$ cat src/include/lap_defines.svh
`ifndef LAP_DEFINES_SVH
`define LAP_DEFINES_SVH
`define LAP_REG_CTRL 3'h0
`define LAP_REG_N201 3'h1
`define LAP_REG_T200 3'h2
`define LAP_REG_ADDR 3'h3
`define LAP_REG_NONSTD 3'h4
`define LAP_REG_CMD 3'h5
`define LAP_REG_STATUS 3'h6
`define LAP_REG_SEQ 3'h7
`define LAP_CTRL_DMI 0
`define LAP_CTRL_FRMR 1
`define LAP_CTRL_LENMASK 2
`define LAP_CTRL_MASKEN 3
`define LAP_CTRL_NONPROT 4
`define LAP_CTRL_CRCDLV 5
`define LAP_CMD_ACTIVATE 0
`define LAP_CMD_ESTABLISH 1
`define LAP_CMD_ASSIGN 2
`define LAP_CMD_RELEASE 3
`define LAP_N201_RST 16'h0104
`define LAP_T200_RST 16'h03e8
`define LAP_ADDR_RST 16'h0000
`define LAP_NONSTD_RST 8'h00
`define LAP_CLK_NS 20
`define LAP_TICK_NS 1000000
`define LAP_TICK_CYC (`LAP_TICK_NS / `LAP_CLK_NS)
`define LAP_MIN_LEN 16'h0005
`define LAP_FRMR_LEN 16'h0005
`define LAP_NP_MASK 16'hfefc
`define LAP_ERR_A 8'h41
`define LAP_ERR_B 8'h42
`define LAP_ERR_G 8'h47
`define LAP_ERR_J 8'h4a
`define LAP_ERR_L 8'h4c
`define LAP_ERR_M 8'h4d
`define LAP_ERR_N 8'h4e
`define LAP_ERR_O 8'h4f
`endif

$ cat src/include/lap_pkg.sv
package lap_pkg;
	typedef enum logic [3:0] {
		LK_I, LK_RR, LK_RNR, LK_REJ, LK_SABME, LK_UA, LK_DM,
		LK_FRMR, LK_DISC, LK_UI, LK_XID, LK_UNDEF
	} lap_kind_t;
	typedef enum logic [4:0] {
		LS_TEI_UNASSIGNED = 5'h01,
		LS_AWAITING_TEI_ASSIGNMENT = 5'h02,
		LS_AWAITING_ESTABLISHMENT = 5'h04,
		LS_MF_NORMAL = 5'h08,
		LS_MF_REJECT = 5'h10
	} lap_state_t;
	typedef struct packed {
		lap_kind_t kind;
		logic cmd;
		logic pf;
		logic [6:0] ns;
		logic [6:0] nr;
		logic [7:0] ctrl;
		logic [15:0] info_len;
		logic [15:0] frame_len;
		logic [15:0] addr;
		logic crc_ok;
		logic err_free;
	} lap_rx_t;
	typedef struct packed {
		lap_kind_t kind;
		logic cmd;
		logic pf;
	} lap_tx_t;
	typedef struct packed {
		logic [15:0] addr;
		logic crc_err;
		logic nonprot;
	} lap_dlv_t;
	typedef struct packed {
		logic insert_addr;
		logic append_crc;
		logic [15:0] dlci;
	} lap_np_tx_t;
endpackage

$ cat src/hdl/lap_proc.sv
// Design decisions made here: the address map and strobed register access.
`timescale 1ns/1ps
`include "lap_defines.svh"
module lap_proc
	import lap_pkg::*;
#(
	parameter int TICK_CYC = `LAP_TICK_CYC
)
(
	input wire logic clk_i,
	input wire logic reset_i,
	input wire logic ce_i,
	input wire logic [2:0] reg_addr_i,
	input wire logic [31:0] reg_wdata_i,
	input wire logic reg_we_i,
	input wire logic reg_re_i,
	output logic [31:0] reg_rdata_o,
	input wire logic rx_valid_i,
	input wire lap_rx_t rx_i,
	input wire logic local_busy_i,
	input wire logic i_sent_i,
	input wire logic np_tx_req_i,
	input wire logic np_insert_i,
	input wire logic np_crc_i,
	input wire logic tx_ready_i,
	output logic tx_valid_o,
	output lap_tx_t tx_o,
	output logic i_tx_en_o,
	output logic rewind_valid_o,
	output logic [6:0] rewind_ns_o,
	output logic ack_valid_o,
	output logic [6:0] ack_last_o,
	output logic deliver_valid_o,
	output lap_dlv_t deliver_o,
	output logic err_valid_o,
	output logic [7:0] err_code_o,
	output logic np_tx_valid_o,
	output lap_np_tx_t np_tx_o
);
	logic dmi_q, frmr_opt_q, len_mask_q, mask_en_q, nonprot_q, crc_dlv_q;
	logic active_q;
	logic [15:0] n201_q, t200_q, addr_q, tick_q, t200_cnt_q;
	logic [7:0] nonstd_q;
	lap_state_t state_q, state_d;
	logic [6:0] va_q, vs_q, vr_q;
	logic peer_busy_q, poll_q, t200_run_q, tick, t200_exp;
	logic resp_pend_q, frmr_pend_q, sabme_pend_q, spoll_pend_q;
	lap_kind_t resp_kind_q, resp_kind_d, spoll_kind_q;
	logic resp_f_q, resp_f_d, take;
	lap_tx_t tx_q;
	logic nr_ok, nr_adv, nr_out, ns_ok;
	logic rx_ok, prot, conn, is_s, undef, bad_info, bad_len, len_over;
	logic fr, t_stop, t_restart, pb_set, pb_clr, va_ld, rej_ld, vr_inc;
	logic dlv, resp_set, frmr_set, sabme_set, err_set, poll_clr, seq_clr;
	logic [7:0] err_code;
	logic cmd_wr;

	lap_seq_chk u_seq (
		.va_i(va_q),
		.vs_i(vs_q),
		.vr_i(vr_q),
		.nr_i(rx_i.nr),
		.ns_i(rx_i.ns),
		.nr_ok_o(nr_ok),
		.nr_adv_o(nr_adv),
		.nr_out_o(nr_out),
		.ns_ok_o(ns_ok)
	);

	assign cmd_wr = reg_we_i && reg_addr_i == `LAP_REG_CMD;
	// Link active only once the host has issued the activation command
	assign rx_ok = rx_valid_i && active_q &&
		rx_i.frame_len >= `LAP_MIN_LEN &&
		((rx_i.addr ^ addr_q) & (nonprot_q ? `LAP_NP_MASK : 16'hffff))
		== 16'h0000;
	assign prot = rx_ok && !nonprot_q && rx_i.crc_ok && rx_i.err_free;
	assign conn = state_q == LS_MF_NORMAL || state_q == LS_MF_REJECT;
	assign is_s = rx_i.kind inside {LK_RR, LK_RNR, LK_REJ};
	assign undef = rx_i.kind == LK_UNDEF && rx_i.ctrl != nonstd_q;
	assign bad_info = rx_i.info_len != 16'h0000 &&
		(is_s || rx_i.kind inside {LK_SABME, LK_UA, LK_DM, LK_DISC});
	assign bad_len = rx_i.kind == LK_FRMR && rx_i.info_len != `LAP_FRMR_LEN;
	assign len_over = rx_i.info_len > n201_q &&
		!(mask_en_q && len_mask_q);
	assign tick = tick_q == 16'h0000;
	assign t200_exp = t200_run_q && tick && t200_cnt_q <= 16'h0001;
	assign take = !tx_valid_o || tx_ready_i;

	always_comb
	begin
		t_stop = 1'b0;
		t_restart = 1'b0;
		pb_set = 1'b0;
		pb_clr = 1'b0;
		va_ld = 1'b0;
		rej_ld = 1'b0;
		vr_inc = 1'b0;
		dlv = 1'b0;
		resp_set = 1'b0;
		resp_kind_d = LK_RR;
		resp_f_d = 1'b0;
		frmr_set = 1'b0;
		sabme_set = 1'b0;
		err_set = 1'b0;
		err_code = `LAP_ERR_A;
		poll_clr = 1'b0;
		seq_clr = 1'b0;
		fr = 1'b0;
		state_d = state_q;
		if (rx_ok && nonprot_q)
			dlv = rx_i.crc_ok || crc_dlv_q;
		else if (prot && conn) begin
			if (undef || bad_info || bad_len ||
				(rx_i.kind == LK_I && len_over) || (is_s && !nr_ok))
			begin
				fr = 1'b1;
				err_code = undef ? `LAP_ERR_L : bad_info ? `LAP_ERR_M :
					bad_len ? `LAP_ERR_N : !nr_ok ? `LAP_ERR_J : `LAP_ERR_O;
			end
			else if (rx_i.kind == LK_I) begin
				// CCITT answers first even when N(R) is bad
				if (nr_ok || !dmi_q)
				begin
					resp_set = 1'b1;
					resp_f_d = rx_i.pf;
					if (local_busy_i)
						resp_kind_d = LK_RNR;
					else if (ns_ok) begin
						dlv = 1'b1;
						vr_inc = 1'b1;
						state_d = LS_MF_NORMAL;
					end
					else if (state_q == LS_MF_NORMAL) begin
						resp_kind_d = LK_REJ;
						state_d = LS_MF_REJECT;
					end
				end
				if (!nr_ok) begin
					fr = 1'b1;
					err_code = `LAP_ERR_J;
				end
				else begin
					va_ld = 1'b1;
					t_stop = nr_adv;
					t_restart = nr_adv && nr_out;
				end
			end
			else if (is_s) begin
				if (!rx_i.cmd && rx_i.pf && !poll_q) begin
					err_set = 1'b1;
					err_code = `LAP_ERR_A;
				end
				if (!(dmi_q && !rx_i.cmd && rx_i.pf && !poll_q)) begin
					va_ld = 1'b1;
					t_stop = nr_adv ||
						(rx_i.kind == LK_REJ && !nr_adv);
					t_restart = nr_adv && nr_out &&
						rx_i.kind != LK_REJ;
				end
				if (rx_i.kind == LK_RNR) begin
					pb_set = 1'b1;
					t_restart = 1'b1;
				end
				else
					pb_clr = 1'b1;
				if (rx_i.kind == LK_REJ)
					rej_ld = 1'b1;
				if (!rx_i.cmd && rx_i.pf && poll_q) begin
					poll_clr = 1'b1;
					if (rx_i.kind != LK_RNR) begin
						t_stop = 1'b1;
						t_restart = 1'b0;
					end
				end
				if (rx_i.cmd && rx_i.pf) begin
					resp_set = 1'b1;
					resp_f_d = 1'b1;
					resp_kind_d = local_busy_i ? LK_RNR :
						state_q == LS_MF_REJECT ? LK_REJ : LK_RR;
				end
			end
			else if (rx_i.kind == LK_DM && !rx_i.cmd && rx_i.pf) begin
				err_set = 1'b1;
				err_code = `LAP_ERR_B;
				if (dmi_q) begin
					sabme_set = 1'b1;
					state_d = LS_AWAITING_ESTABLISHMENT;
				end
			end
		end
		else if (prot && state_q == LS_AWAITING_ESTABLISHMENT &&
			rx_i.kind == LK_UA) begin
			seq_clr = 1'b1;
			t_stop = 1'b1;
			state_d = LS_MF_NORMAL;
		end
		if (fr) begin
			err_set = 1'b1;
			frmr_set = frmr_opt_q;
			sabme_set = 1'b1;
			t_stop = 1'b1;
			t_restart = 1'b0;
			pb_clr = 1'b1;
			state_d = LS_AWAITING_ESTABLISHMENT;
		end
		if (cmd_wr) begin
			if (reg_wdata_i[`LAP_CMD_ACTIVATE])
				state_d = LS_TEI_UNASSIGNED;
			else if (reg_wdata_i[`LAP_CMD_ESTABLISH] &&
				state_q == LS_TEI_UNASSIGNED)
				state_d = LS_AWAITING_TEI_ASSIGNMENT;
			else if (reg_wdata_i[`LAP_CMD_ASSIGN] &&
				state_q == LS_AWAITING_TEI_ASSIGNMENT) begin
				state_d = LS_AWAITING_ESTABLISHMENT;
				sabme_set = 1'b1;
			end
			else if (reg_wdata_i[`LAP_CMD_RELEASE] && dmi_q &&
				state_q == LS_AWAITING_TEI_ASSIGNMENT) begin
				state_d = LS_TEI_UNASSIGNED;
				err_set = 1'b1;
				err_code = `LAP_ERR_G;
			end
		end
	end

	always_ff @(posedge clk_i or posedge reset_i)
		if (reset_i) begin
			{dmi_q, frmr_opt_q, len_mask_q} <= 3'h0;
			{mask_en_q, nonprot_q, crc_dlv_q, active_q} <= 4'h0;
			n201_q <= `LAP_N201_RST;
			t200_q <= `LAP_T200_RST;
			addr_q <= `LAP_ADDR_RST;
			nonstd_q <= `LAP_NONSTD_RST;
		end
		else if (ce_i && reg_we_i)
			unique case (reg_addr_i)
				`LAP_REG_CTRL:
				begin
					dmi_q <= reg_wdata_i[`LAP_CTRL_DMI];
					frmr_opt_q <= reg_wdata_i[`LAP_CTRL_FRMR];
					len_mask_q <= reg_wdata_i[`LAP_CTRL_LENMASK];
					mask_en_q <= reg_wdata_i[`LAP_CTRL_MASKEN];
					nonprot_q <= reg_wdata_i[`LAP_CTRL_NONPROT];
					crc_dlv_q <= reg_wdata_i[`LAP_CTRL_CRCDLV];
				end
				`LAP_REG_N201: n201_q <= reg_wdata_i[15:0];
				`LAP_REG_T200: t200_q <= reg_wdata_i[15:0];
				`LAP_REG_ADDR: addr_q <= reg_wdata_i[15:0];
				`LAP_REG_NONSTD: nonstd_q <= reg_wdata_i[7:0];
				`LAP_REG_CMD:
					if (reg_wdata_i[`LAP_CMD_ACTIVATE])
						active_q <= 1'b1;
				default:
				begin
				end
			endcase

	always_ff @(posedge clk_i or posedge reset_i)
		if (reset_i)
			reg_rdata_o <= 32'h0000_0000;
		else if (ce_i && reg_re_i)
			unique case (reg_addr_i)
				`LAP_REG_CTRL: reg_rdata_o <= {25'h0, active_q, crc_dlv_q,
					nonprot_q, mask_en_q, len_mask_q, frmr_opt_q, dmi_q};
				`LAP_REG_N201: reg_rdata_o <= {16'h0, n201_q};
				`LAP_REG_T200: reg_rdata_o <= {16'h0, t200_q};
				`LAP_REG_ADDR: reg_rdata_o <= {16'h0, addr_q};
				`LAP_REG_NONSTD: reg_rdata_o <= {24'h0, nonstd_q};
				`LAP_REG_STATUS: reg_rdata_o <= {20'h0, resp_pend_q,
					poll_q, t200_run_q, peer_busy_q, 3'h0, state_q};
				`LAP_REG_SEQ: reg_rdata_o <= {9'h0, vr_q, 1'b0, vs_q,
					1'b0, va_q};
				default: reg_rdata_o <= 32'h0000_0000;
			endcase

	always_ff @(posedge clk_i or posedge reset_i)
		if (reset_i)
			state_q <= LS_TEI_UNASSIGNED;
		else if (ce_i)
			state_q <= state_d;

	always_ff @(posedge clk_i or posedge reset_i)
		if (reset_i) begin
			va_q <= 7'h00;
			vs_q <= 7'h00;
			vr_q <= 7'h00;
		end
		else if (ce_i) begin
			if (seq_clr) begin
				va_q <= 7'h00;
				vs_q <= 7'h00;
				vr_q <= 7'h00;
			end
			else begin
				if (va_ld || rej_ld)
					va_q <= rx_i.nr;
				if (rej_ld)
					vs_q <= rx_i.nr;
				else if (i_sent_i)
					vs_q <= 7'(vs_q + 7'h01);
				if (vr_inc)
					vr_q <= 7'(vr_q + 7'h01);
			end
		end

	always_ff @(posedge clk_i or posedge reset_i)
		if (reset_i) begin
			tick_q <= 16'h0000;
			t200_run_q <= 1'b0;
			t200_cnt_q <= 16'h0000;
		end
		else if (ce_i) begin
			tick_q <= tick ? 16'(TICK_CYC - 1) : 16'(tick_q - 16'h0001);
			if (t_restart || t200_exp) begin
				t200_run_q <= 1'b1;
				t200_cnt_q <= t200_q;
			end
			else if (t_stop)
				t200_run_q <= 1'b0;
			else if (i_sent_i && !t200_run_q) begin
				t200_run_q <= 1'b1;
				t200_cnt_q <= t200_q;
			end
			else if (t200_run_q && tick)
				t200_cnt_q <= 16'(t200_cnt_q - 16'h0001);
		end

	always_ff @(posedge clk_i or posedge reset_i)
		if (reset_i) begin
			peer_busy_q <= 1'b0;
			poll_q <= 1'b0;
		end
		else if (ce_i) begin
			if (pb_set)
				peer_busy_q <= 1'b1;
			else if (pb_clr)
				peer_busy_q <= 1'b0;
			if (t200_exp && conn)
				poll_q <= 1'b1;
			else if (poll_clr || fr)
				poll_q <= 1'b0;
		end

	// Pending frames: a new request in the taking cycle stays pending
	always_ff @(posedge clk_i or posedge reset_i)
		if (reset_i) begin
			{resp_pend_q, frmr_pend_q, sabme_pend_q, spoll_pend_q} <= 4'h0;
			resp_kind_q <= LK_RR;
			resp_f_q <= 1'b0;
			spoll_kind_q <= LK_RR;
			tx_valid_o <= 1'b0;
			tx_q <= '{kind: LK_RR, cmd: 1'b0, pf: 1'b0};
		end
		else if (ce_i) begin
			resp_pend_q <= (resp_pend_q && !take) || resp_set;
			frmr_pend_q <= (frmr_pend_q && !(take && !resp_pend_q)) ||
				frmr_set;
			sabme_pend_q <= (sabme_pend_q && !(take && !resp_pend_q &&
				!frmr_pend_q)) || sabme_set;
			spoll_pend_q <= (spoll_pend_q && !(take && !resp_pend_q &&
				!frmr_pend_q && !sabme_pend_q)) || (t200_exp && conn);
			if (resp_set) begin
				resp_kind_q <= resp_kind_d;
				resp_f_q <= resp_f_d;
			end
			if (t200_exp)
				spoll_kind_q <= local_busy_i ? LK_RNR : LK_RR;
			if (take) begin
				tx_valid_o <= resp_pend_q || frmr_pend_q || sabme_pend_q ||
					spoll_pend_q;
				if (resp_pend_q)
					tx_q <= '{kind: resp_kind_q, cmd: 1'b0, pf: resp_f_q};
				else if (frmr_pend_q)
					tx_q <= '{kind: LK_FRMR, cmd: 1'b0, pf: 1'b0};
				else if (sabme_pend_q)
					tx_q <= '{kind: LK_SABME, cmd: 1'b1, pf: 1'b1};
				else if (spoll_pend_q)
					tx_q <= '{kind: spoll_kind_q, cmd: 1'b1, pf: 1'b1};
			end
		end
	assign tx_o = tx_q;

	// I frames wait behind peer busy and any queued F response
	assign i_tx_en_o = active_q && !nonprot_q && conn &&
		!peer_busy_q && !resp_pend_q &&
		!(tx_valid_o && !tx_q.cmd && tx_q.pf);

	always_ff @(posedge clk_i or posedge reset_i)
		if (reset_i) begin
			{rewind_valid_o, ack_valid_o, deliver_valid_o} <= 3'h0;
			{err_valid_o, np_tx_valid_o} <= 2'h0;
			rewind_ns_o <= 7'h00;
			ack_last_o <= 7'h00;
			deliver_o <= '0;
			err_code_o <= 8'h00;
			np_tx_o <= '0;
		end
		else if (ce_i) begin
			rewind_valid_o <= rej_ld;
			rewind_ns_o <= rx_i.nr;
			ack_valid_o <= (va_ld || rej_ld) && nr_adv;
			ack_last_o <= 7'(rx_i.nr - 7'h01);
			deliver_valid_o <= dlv;
			deliver_o <= '{addr: rx_i.addr, crc_err: !rx_i.crc_ok,
				nonprot: nonprot_q};
			err_valid_o <= err_set;
			err_code_o <= err_code;
			np_tx_valid_o <= np_tx_req_i && active_q && nonprot_q;
			np_tx_o <= '{insert_addr: np_insert_i, append_crc: np_crc_i,
				dlci: addr_q};
		end
endmodule

$ cat src/hdl/lap_seq_chk.sv
`timescale 1ns/1ps
module lap_seq_chk
	import lap_pkg::*;
(
	input wire logic [6:0] va_i,
	input wire logic [6:0] vs_i,
	input wire logic [6:0] vr_i,
	input wire logic [6:0] nr_i,
	input wire logic [6:0] ns_i,
	output logic nr_ok_o,
	output logic nr_adv_o,
	output logic nr_out_o,
	output logic ns_ok_o
);
	function automatic logic [6:0] seq_dist(input logic [6:0] from,
		input logic [6:0] to);
		seq_dist = 7'(to - from);
	endfunction

	// Window check V(A) <= N(R) <= V(S), modulo 128
	assign nr_ok_o = seq_dist(va_i, nr_i) <= seq_dist(va_i, vs_i);
	assign nr_adv_o = seq_dist(va_i, nr_i) != 7'h00;
	assign nr_out_o = seq_dist(nr_i, vs_i) != 7'h00;
	assign ns_ok_o = ns_i == vr_i;
endmodule

$ cat config.mk
export PLATFORM = sky130hd
export DESIGN_NAME = lap_proc
export DESIGN_NICKNAME = d
export VERILOG_FILES = /design/src/include/lap_pkg.sv /design/src/hdl/lap_proc.sv /design/src/hdl/lap_seq_chk.sv
export VERILOG_INCLUDE_DIRS = /design/src /design/src/include
export SDC_FILE = /design/constraint.sdc
export NUM_CORES = 1
export LEC_CHECK = 0
export BUFFER_PORTS_ARGS = -buffer_cell sky130_fd_sc_hd__buf_2
export CELL_PAD_IN_SITES_DETAIL_PLACEMENT = 1
export CELL_PAD_IN_SITES_GLOBAL_PLACEMENT = 1
export CORE_MARGIN = 1
export CORE_UTILIZATION = 30
export DETAILED_ROUTE_END_ITERATION = 6
export PLACE_DENSITY_LB_ADDON = 0.1
export SKIP_CTS_REPAIR_TIMING = 1
export SYNTH_ARGS = -nofsm -noshare
export SYNTH_HDL_FRONTEND = slang
export SYNTH_SLANG_ARGS = --single-unit
export TNS_END_PERCENT = 10
$ cat constraint.sdc
create_clock -name clk_i -period 7.4 [get_ports clk_i]
set_input_delay 0.74 -clock clk_i [delete_from_list [all_inputs] [get_ports clk_i]]
set_output_delay 0.74 -clock clk_i [all_outputs]
set_load 0.01 [all_outputs]
==> reports/qor.txt, run 1 <==
Outcome: completed
Initial DRC Count: 471
Vias per cell: 5.25
Antenna Nets Post-Route: 0
Placed cell areas: 14300 sq um
Unrepaired setup endpoints after global routing: false
Largest net degree at the start of global routing: 139
Reg2Reg Launch Point: va_q[2]
TritonCTS clock tree: yes
Hpwl dp: 34500 um
DRC viols: 0
Core area: 42000 sq um
Fraction of registers with async set/reset: 1.00
Post-synth top area share: 0.410
Setup TNS: 0 ns
Starting Density: 0.305
Hold WC Path Type: input port to asynchronous set/reset pin
Row count: 75
Startpoint types: flop
Syn-to-layout area delta: 19.0%
Die W: 209 um
N_diodes: 0
Setup WS post-layout: 1.80 ns
Post-synth EDFFs: 0
Post-synth top flop: dfrtp_1
GRT Util Overall: 0.210
Top post-synthesis cells by area: dfrtp_1, mux2_2, ha_1, o21ai_0, nand2_1
Crit path arrival time: 6.08 ns
Initial antenna violation count: 3
Min Tclk post-route: 5.60 ns
Die Y: 209 um
Mapped cell area: 12800 sq um
Setup CP Type: flop to flop
Sink Count: 222
Clk buf depth: 3
Setup-failing EPs final: 0
Vias in the first global route: 11000
Max-slew headroom: 0.269
Syn Area/Cell: 9.85 sq um
CP required: 7.88 ns
Most frequent cell after synthesis: dfrtp_1
H-tree level count: 1
Achievable Freq: 0.178 GHz
Maximum VDD drop: 0.180 mV
CP Launch Point: va_q[2]
Leakage Power: 6.89 nW
Fill cell count: 4779
Pre-Repair DR Iteration Count: 5
WL/cell: 22.3 um
Pre-CTS setup slack: 1.34 ns
Via count: 10700
Finished Cell Area: 15200 sq um
TritonCTS Buffers: 29
Share of cells above drive strength 1: 0.261
Yosys reg bits: 222
Yosys top cell by area: dfrtp_1
Fin. max-slew vios: 0
Slew @ Worst Pin: 1.09 ns
Register area share after synthesis: 0.435
Synth Warn #: 0
Power density cells: 268 nW/um^2
Maximum capacitance violations: 0
Final GP Congestion: 0.818
Most frequent cells after synthesis: dfrtp_1, nand2_1, mux2_2, o21ai_0, nor2_1
Crit-path max FO: 31
Buffers on Ports: 198
Worst-path clk slew: 0.06 ns
Crit share post-route: 0.757
First-pass GRT wire length: 69700 um
Io pins: 228
CP endpoint kind: flop
Grt ovf: 0
Syn Inst Count: 1301
Hold Vio Cnt, Final: 0
Nets: 1654
Clock insertion delay at the later pin of the skew report: 0.57 ns
Final Skew: 0.0135 ns
Total Die Area: 43600 sq um
Final WL: 45500 um
Cell variety after synth: 80
CTS Root Cell: clkbuf_16
[routing by layer]
layer / GRT usage / vias up / part of all wire
met4: 0.0510 / 4 / 0.023
met5: 0 / - / 0.00070
met1: 0.283 / 5433 / 0.46
met2: 0.356 / 175 / 0.49
li1: - / 5042 / -
met3: 0.0268 / 57 / 0.032
[worst max-delay path, stage by stage, from the launching register on]
cell and delay (ns):
dfrtp_1 0.47, inv_1 0.15, ha_1 0.24, or2_2 0.32, o2111a_1 0.23, a211oi_1 0.59
inv_1 0.14, ha_1 0.33, nand4_1 0.13, or2_2 0.32, o31a_1 0.26, nor3b_1 0.25
or3_1 0.53, o2111ai_1 0.25, o311a_1 0.92, o21bai_1 0.23, o2bb2ai_1 0.13
[power breakdown]
part | internal (W) | switching [W]
sequential | 0.00144 | 0.000233
clock | 0.000848 | 0.000572
combinational | 0.000441 | 0.000555
[through the flow]
stage	hold WS (ns)	cells	power [W]	util
final	0.272	2042	0.00409	0.363
after global placement	0.448	1988	0.00268	0.340
after detailed placement	0.454	1988	0.00271	0.340
after global routing	0.280	2042	0.00434	0.363
after CTS	0.289	2042	0.00416	0.363
after floorplan	0.450	1313	0.00229	-
[kinds of logic (layout without fill, tap and decap cells)]
logic type               count (synthesis)  in the layout  share of synthesized area
XOR/XNOR                                58             58                     0.0396
adder cells (fa/ha/maj)                 49             49                     0.0490
flip-flops                             222            222                      0.435
AO/OA/AOI/OAI                          301            301                      0.155
buffers and inverters                  134            324                     0.0448
multiplexers                           131            131                      0.117
other                                    1             13                   0.000293
AND/OR/NAND/NOR                        405            405                      0.160
[path summary, 6_finish.rpt]
kind                                    to  slack (ns)  depth (start not counted)
max                         t200_cnt_q[14]        1.80                         16
min reg2reg                  err_code_o[6]        0.46                          1
max in group asynchronous  reg_rdata_o[14]        5.89                          3
min                             tick_q[12]        0.27                          2
max reg2reg                 t200_cnt_q[14]        1.80                         16
min in group clk_i             np_tx_o[16]        0.41                          2
[area by class of cell]
class	count	area, sq um	area share
Multi-Input combinational cell	957	6740	0.442
Sequential cell	222	5570	0.365
Timing Repair Buffer	208	1080	0.0709
Clock buffer	43	838	0.0550
Tap cell	539	674	0.0442
Inverter	62	240	0.0158
Clock inverter	11	109	0.00714
[layout by cell type (no fill, tap or decap), types with 7 or more instances in the layout]
cell	synthesis	layout
clkinv_2	0	8
conb_1	1	13
o31ai_1	17	17
nor4_1	21	19
o21ai_0	93	93
nand3_1	30	30
buf_4	14	10
nand2b_1	9	9
mux2i_1	29	29
mux2_2	97	97
nand4_1	23	23
xor2_1	24	24
xnor2_1	34	34
and2_1	10	10
o21bai_1	20	20
a22oi_1	9	9
or3_1	11	11
nand2_1	120	120
a21oi_1	58	58
nor2_1	73	72
a21o_1	11	11
buf_2	3	197
inv_1	62	61
dfstp_2	12	12
dfrtp_1	210	210
nor3_1	36	36
clkbuf_16	0	29
nor2b_1	23	22
nor3b_1	7	7
clkbuf_1	44	8
or2_2	7	7
a22o_1	13	13
o2bb2ai_1	15	15
ha_1	47	47
[sequential cells by signal (all words and copies together) (netlist names), 2 cells and up]
register and cells:
n201_q 16, ack_last_o 7, vr_q 7, resp_kind_q 2
nonstd_q 8, tick_q 16, deliver_o 18, np_tx_o 18
err_code_o 5, reg_rdata_o 23, addr_q 16, t200_cnt_q 16
rewind_ns_o 7, state_q 5, va_q 7, vs_q 7
tx_o 5, spoll_kind_q 2, t200_q 16
Power figures use the tool's default switching activity.
==> run 2, diff against run 1 <==
Clock period 7.4 ns to 4.7 ns, I/O delays scaled along.
==> reports/qor.txt, run 2 (synthesized netlist as in run 1, its figures left out) <==
Grt ovf: 0 (unchanged)
Part of the power in combinational logic: 0.251 (+0.007)
Final WL: 46400 um (+2.0%)
Maximum capacitance violations: 0 (unchanged)
Maximum VDD drop: 0.296 mV (+64%)
Nets: 1703 (+3.0%)
First-pass GRT wire length: 70900 um (+1.6%)
Initial antenna violation count: 2 (-1)
Reg2Reg Launch Point: va_q[0]
Crit-path slowest cell: or4_4
WL/cell: 22.2 um (-0.33%)
CP endpoint kind: flop
CP Buf/Inv Count: 4 (+2)
Sw Pwr: 0.00220 W (+62%)
DRC viols: 0 (unchanged)
Achievable Freq: 0.223 GHz (+25%)
Crit path cell chain: ha_1, inv_1, fa_1, a211o_1, nand2_1, o21ai_0, or2_2, ha_1, nand4_1, or2_2, o31a_1, nor3b_2, or4_4, buf_4, nor2_1, buf_4, buf_4, o21ai_0, o21ai_0
Max-slew headroom: 0.349 (+0.0803)
Worst-path clk slew: 0.07 ns (about the same)
Setup CP Type: flop to flop
Dpl cells: 2035 (+2.4%)
Final Skew: 0.0290 ns (+0.0155 ns)
Largest registers: reg_rdata_o x23, deliver_o x18, np_tx_o x18
Row count: 75 (unchanged)
Die W: 209 um (unchanged)
Initial DRC Count: 538 (+14%)
Slew @ Worst Pin: 0.975 ns (-0.113 ns)
Top delay family on crit path: simple AND/OR/NAND/NOR gates
Min Tclk post-route: 4.49 ns (-1.11 ns)
Crit path largest cell delay: 0.59 ns (-0.33 ns)
CP Launch Point: va_q[0]
Io pins: 228 (unchanged)
Outcome: completed
FF-to-FF setup slack: 0.21 ns (-1.59 ns)
Clock insertion delay at the later pin of the skew report: 0.58 ns (about the same)
Pre-CTS setup slack: -0.143 ns (-1.49 ns)
Sink Count: 222 (unchanged)
Clk buf depth: 3 (unchanged)
Hold Vio Cnt, Final: 0 (unchanged)
Startpoint types: flop
Via count: 10900 (+1.4%)
CP required: 5.19 ns (-2.69 ns)
GRT Util Overall: 0.212 (+0.00229)
Max reg flops: 23 (unchanged)
Biggest register: reg_rdata_o
Sw Ratio: 0.330 (-0.00239)
Crit path arrival time: 4.99 ns (-1.09 ns)
Crit share post-route: 0.956 (+0.199)
H-tree level count: 1 (unchanged)
Leakage Power: 7.19 nW (+4.3%)
Largest net degree at the start of global routing: 126 (-9.4%)
TritonCTS clock tree: yes
Unrepaired setup endpoints after global routing: false
Hpwl dp: 35400 um (+2.6%)
Antenna Nets Post-Route: 0 (unchanged)
Clock Power Share: 0.357 (+0.009)
Reg2reg end: deliver_valid_o
Starting Density: 0.305 (unchanged)
TritonCTS Buffers: 28 (-3.4%)
Crit-path max FO: 9 (-71%)
Core area: 42000 sq um (unchanged)
Setup-failing EPs final: 0 (unchanged)
Setup WS post-layout: 0.207 ns (-1.59 ns)
Commonest non-fill, non-tap cell in the layout: dfrtp_1
Fin cells: 2090 (+2.4%)
Commonest non-fill, non-tap cells in the layout: dfrtp_1, buf_2, nand2_1
Share of cells above drive strength 1: 0.294 (+0.0325)
Syn-to-layout area delta: 23.3%
Hold WC Path Type: input port to asynchronous set/reset pin
CTS Root Cell: clkbuf_16
Vias in the first global route: 11300 (+2.6%)
Vias per cell: 5.20 (-0.91%)
Worst Reg-to-Reg Cells: 19 (+3)
Fin. max-slew vios: 0 (unchanged)
N_diodes: 0 (unchanged)
Buffers on Ports: 198 (unchanged)
Power density cells: 422 nW/um^2 (+58%)
Pre-Repair DR Iteration Count: 5 (unchanged)
Final GP Congestion: 0.830 (+1.4%)
CP Depth: 19 (+3)
Total Die Area: 43600 sq um (unchanged)
Fraction of power consumed by sequential logic: 0.392 (-0.016)
Die Y: 209 um (unchanged)
Int Pwr: 0.00447 W (+64%)
==> run 2: changes by cell type in the layout (fill, tap and decap cells not counted), moves of 2 or more <==
cell	previous run	this run
buf_12	1	3
clkbuf_8	6	2
buf_4	10	55
bufinv_16	2	6
clkbuf_1	8	2
clkinvlp_4	0	4
==> run 2: cell type report <==
| cell class | instances | area (sq um) |
|---|---|---|
| repair buffers | 258 | 1520 |
| clock buffers | 32 | 736 |
| clock inverters | 20 | 287 |
| well taps | 539 | 674 |
| inverters | 62 | 236 |
| multi-input cells | 957 | 6780 |
| fillers | 4806 | 26200 |
| flip-flops and latches | 222 | 5570 |
==> run 2: power groups by stage <==
stage / logic (W) / clock network (W) / registers (W)
after floorplan: 0.00105 / 0 / 0.00257
after global placement: 0.00164 / 0 / 0.00264
after detailed placement: 0.00168 / 0 / 0.00265
after CTS: 0.00169 / 0.00245 / 0.00262
after global routing: 0.00187 / 0.00252 / 0.00267
final: 0.00167 / 0.00238 / 0.00262
==> run 2: per-stage QoR <==
step / hold WS (ns) / TNS, ns / instance area (sq um) / utilization / power [W]
floorplan: 0.450 / 0 / 12900 / - / 0.00361
global placement: 0.449 / -1.12 / 14700 / 0.349 / 0.00428
detailed placement: 0.452 / -2.07 / 14700 / 0.349 / 0.00433
CTS: -0.00463 / -0.0339 / 15700 / 0.373 / 0.00676
global route: 0.0458 / 0 / 15800 / 0.376 / 0.00706
finish: 0.000962 / 0 / 15800 / 0.376 / 0.00667
==> run 2: layer usage <==
layer | share of wire | up-vias | track usage
met3 | 0.031 | 43 | 0.0230
met2 | 0.49 | 185 | 0.361
li1 | - | 5136 | -
met5 | 0.00030 | - | 0
met1 | 0.46 | 5497 | 0.286
met4 | 0.018 | 2 | 0.0550
==> run 2: how the worst max path moves through the flow <==
stage	slack, ns	to
after floorplan	0.01	vs_q[1]
after detailed placement	-0.14	t200_cnt_q[0]
after CTS	-0.02	t200_cnt_q[0]
after global routing	0.009	vr_q[6]
after global placement	-0.1	t200_cnt_q[0]
final	0.21	deliver_valid_o
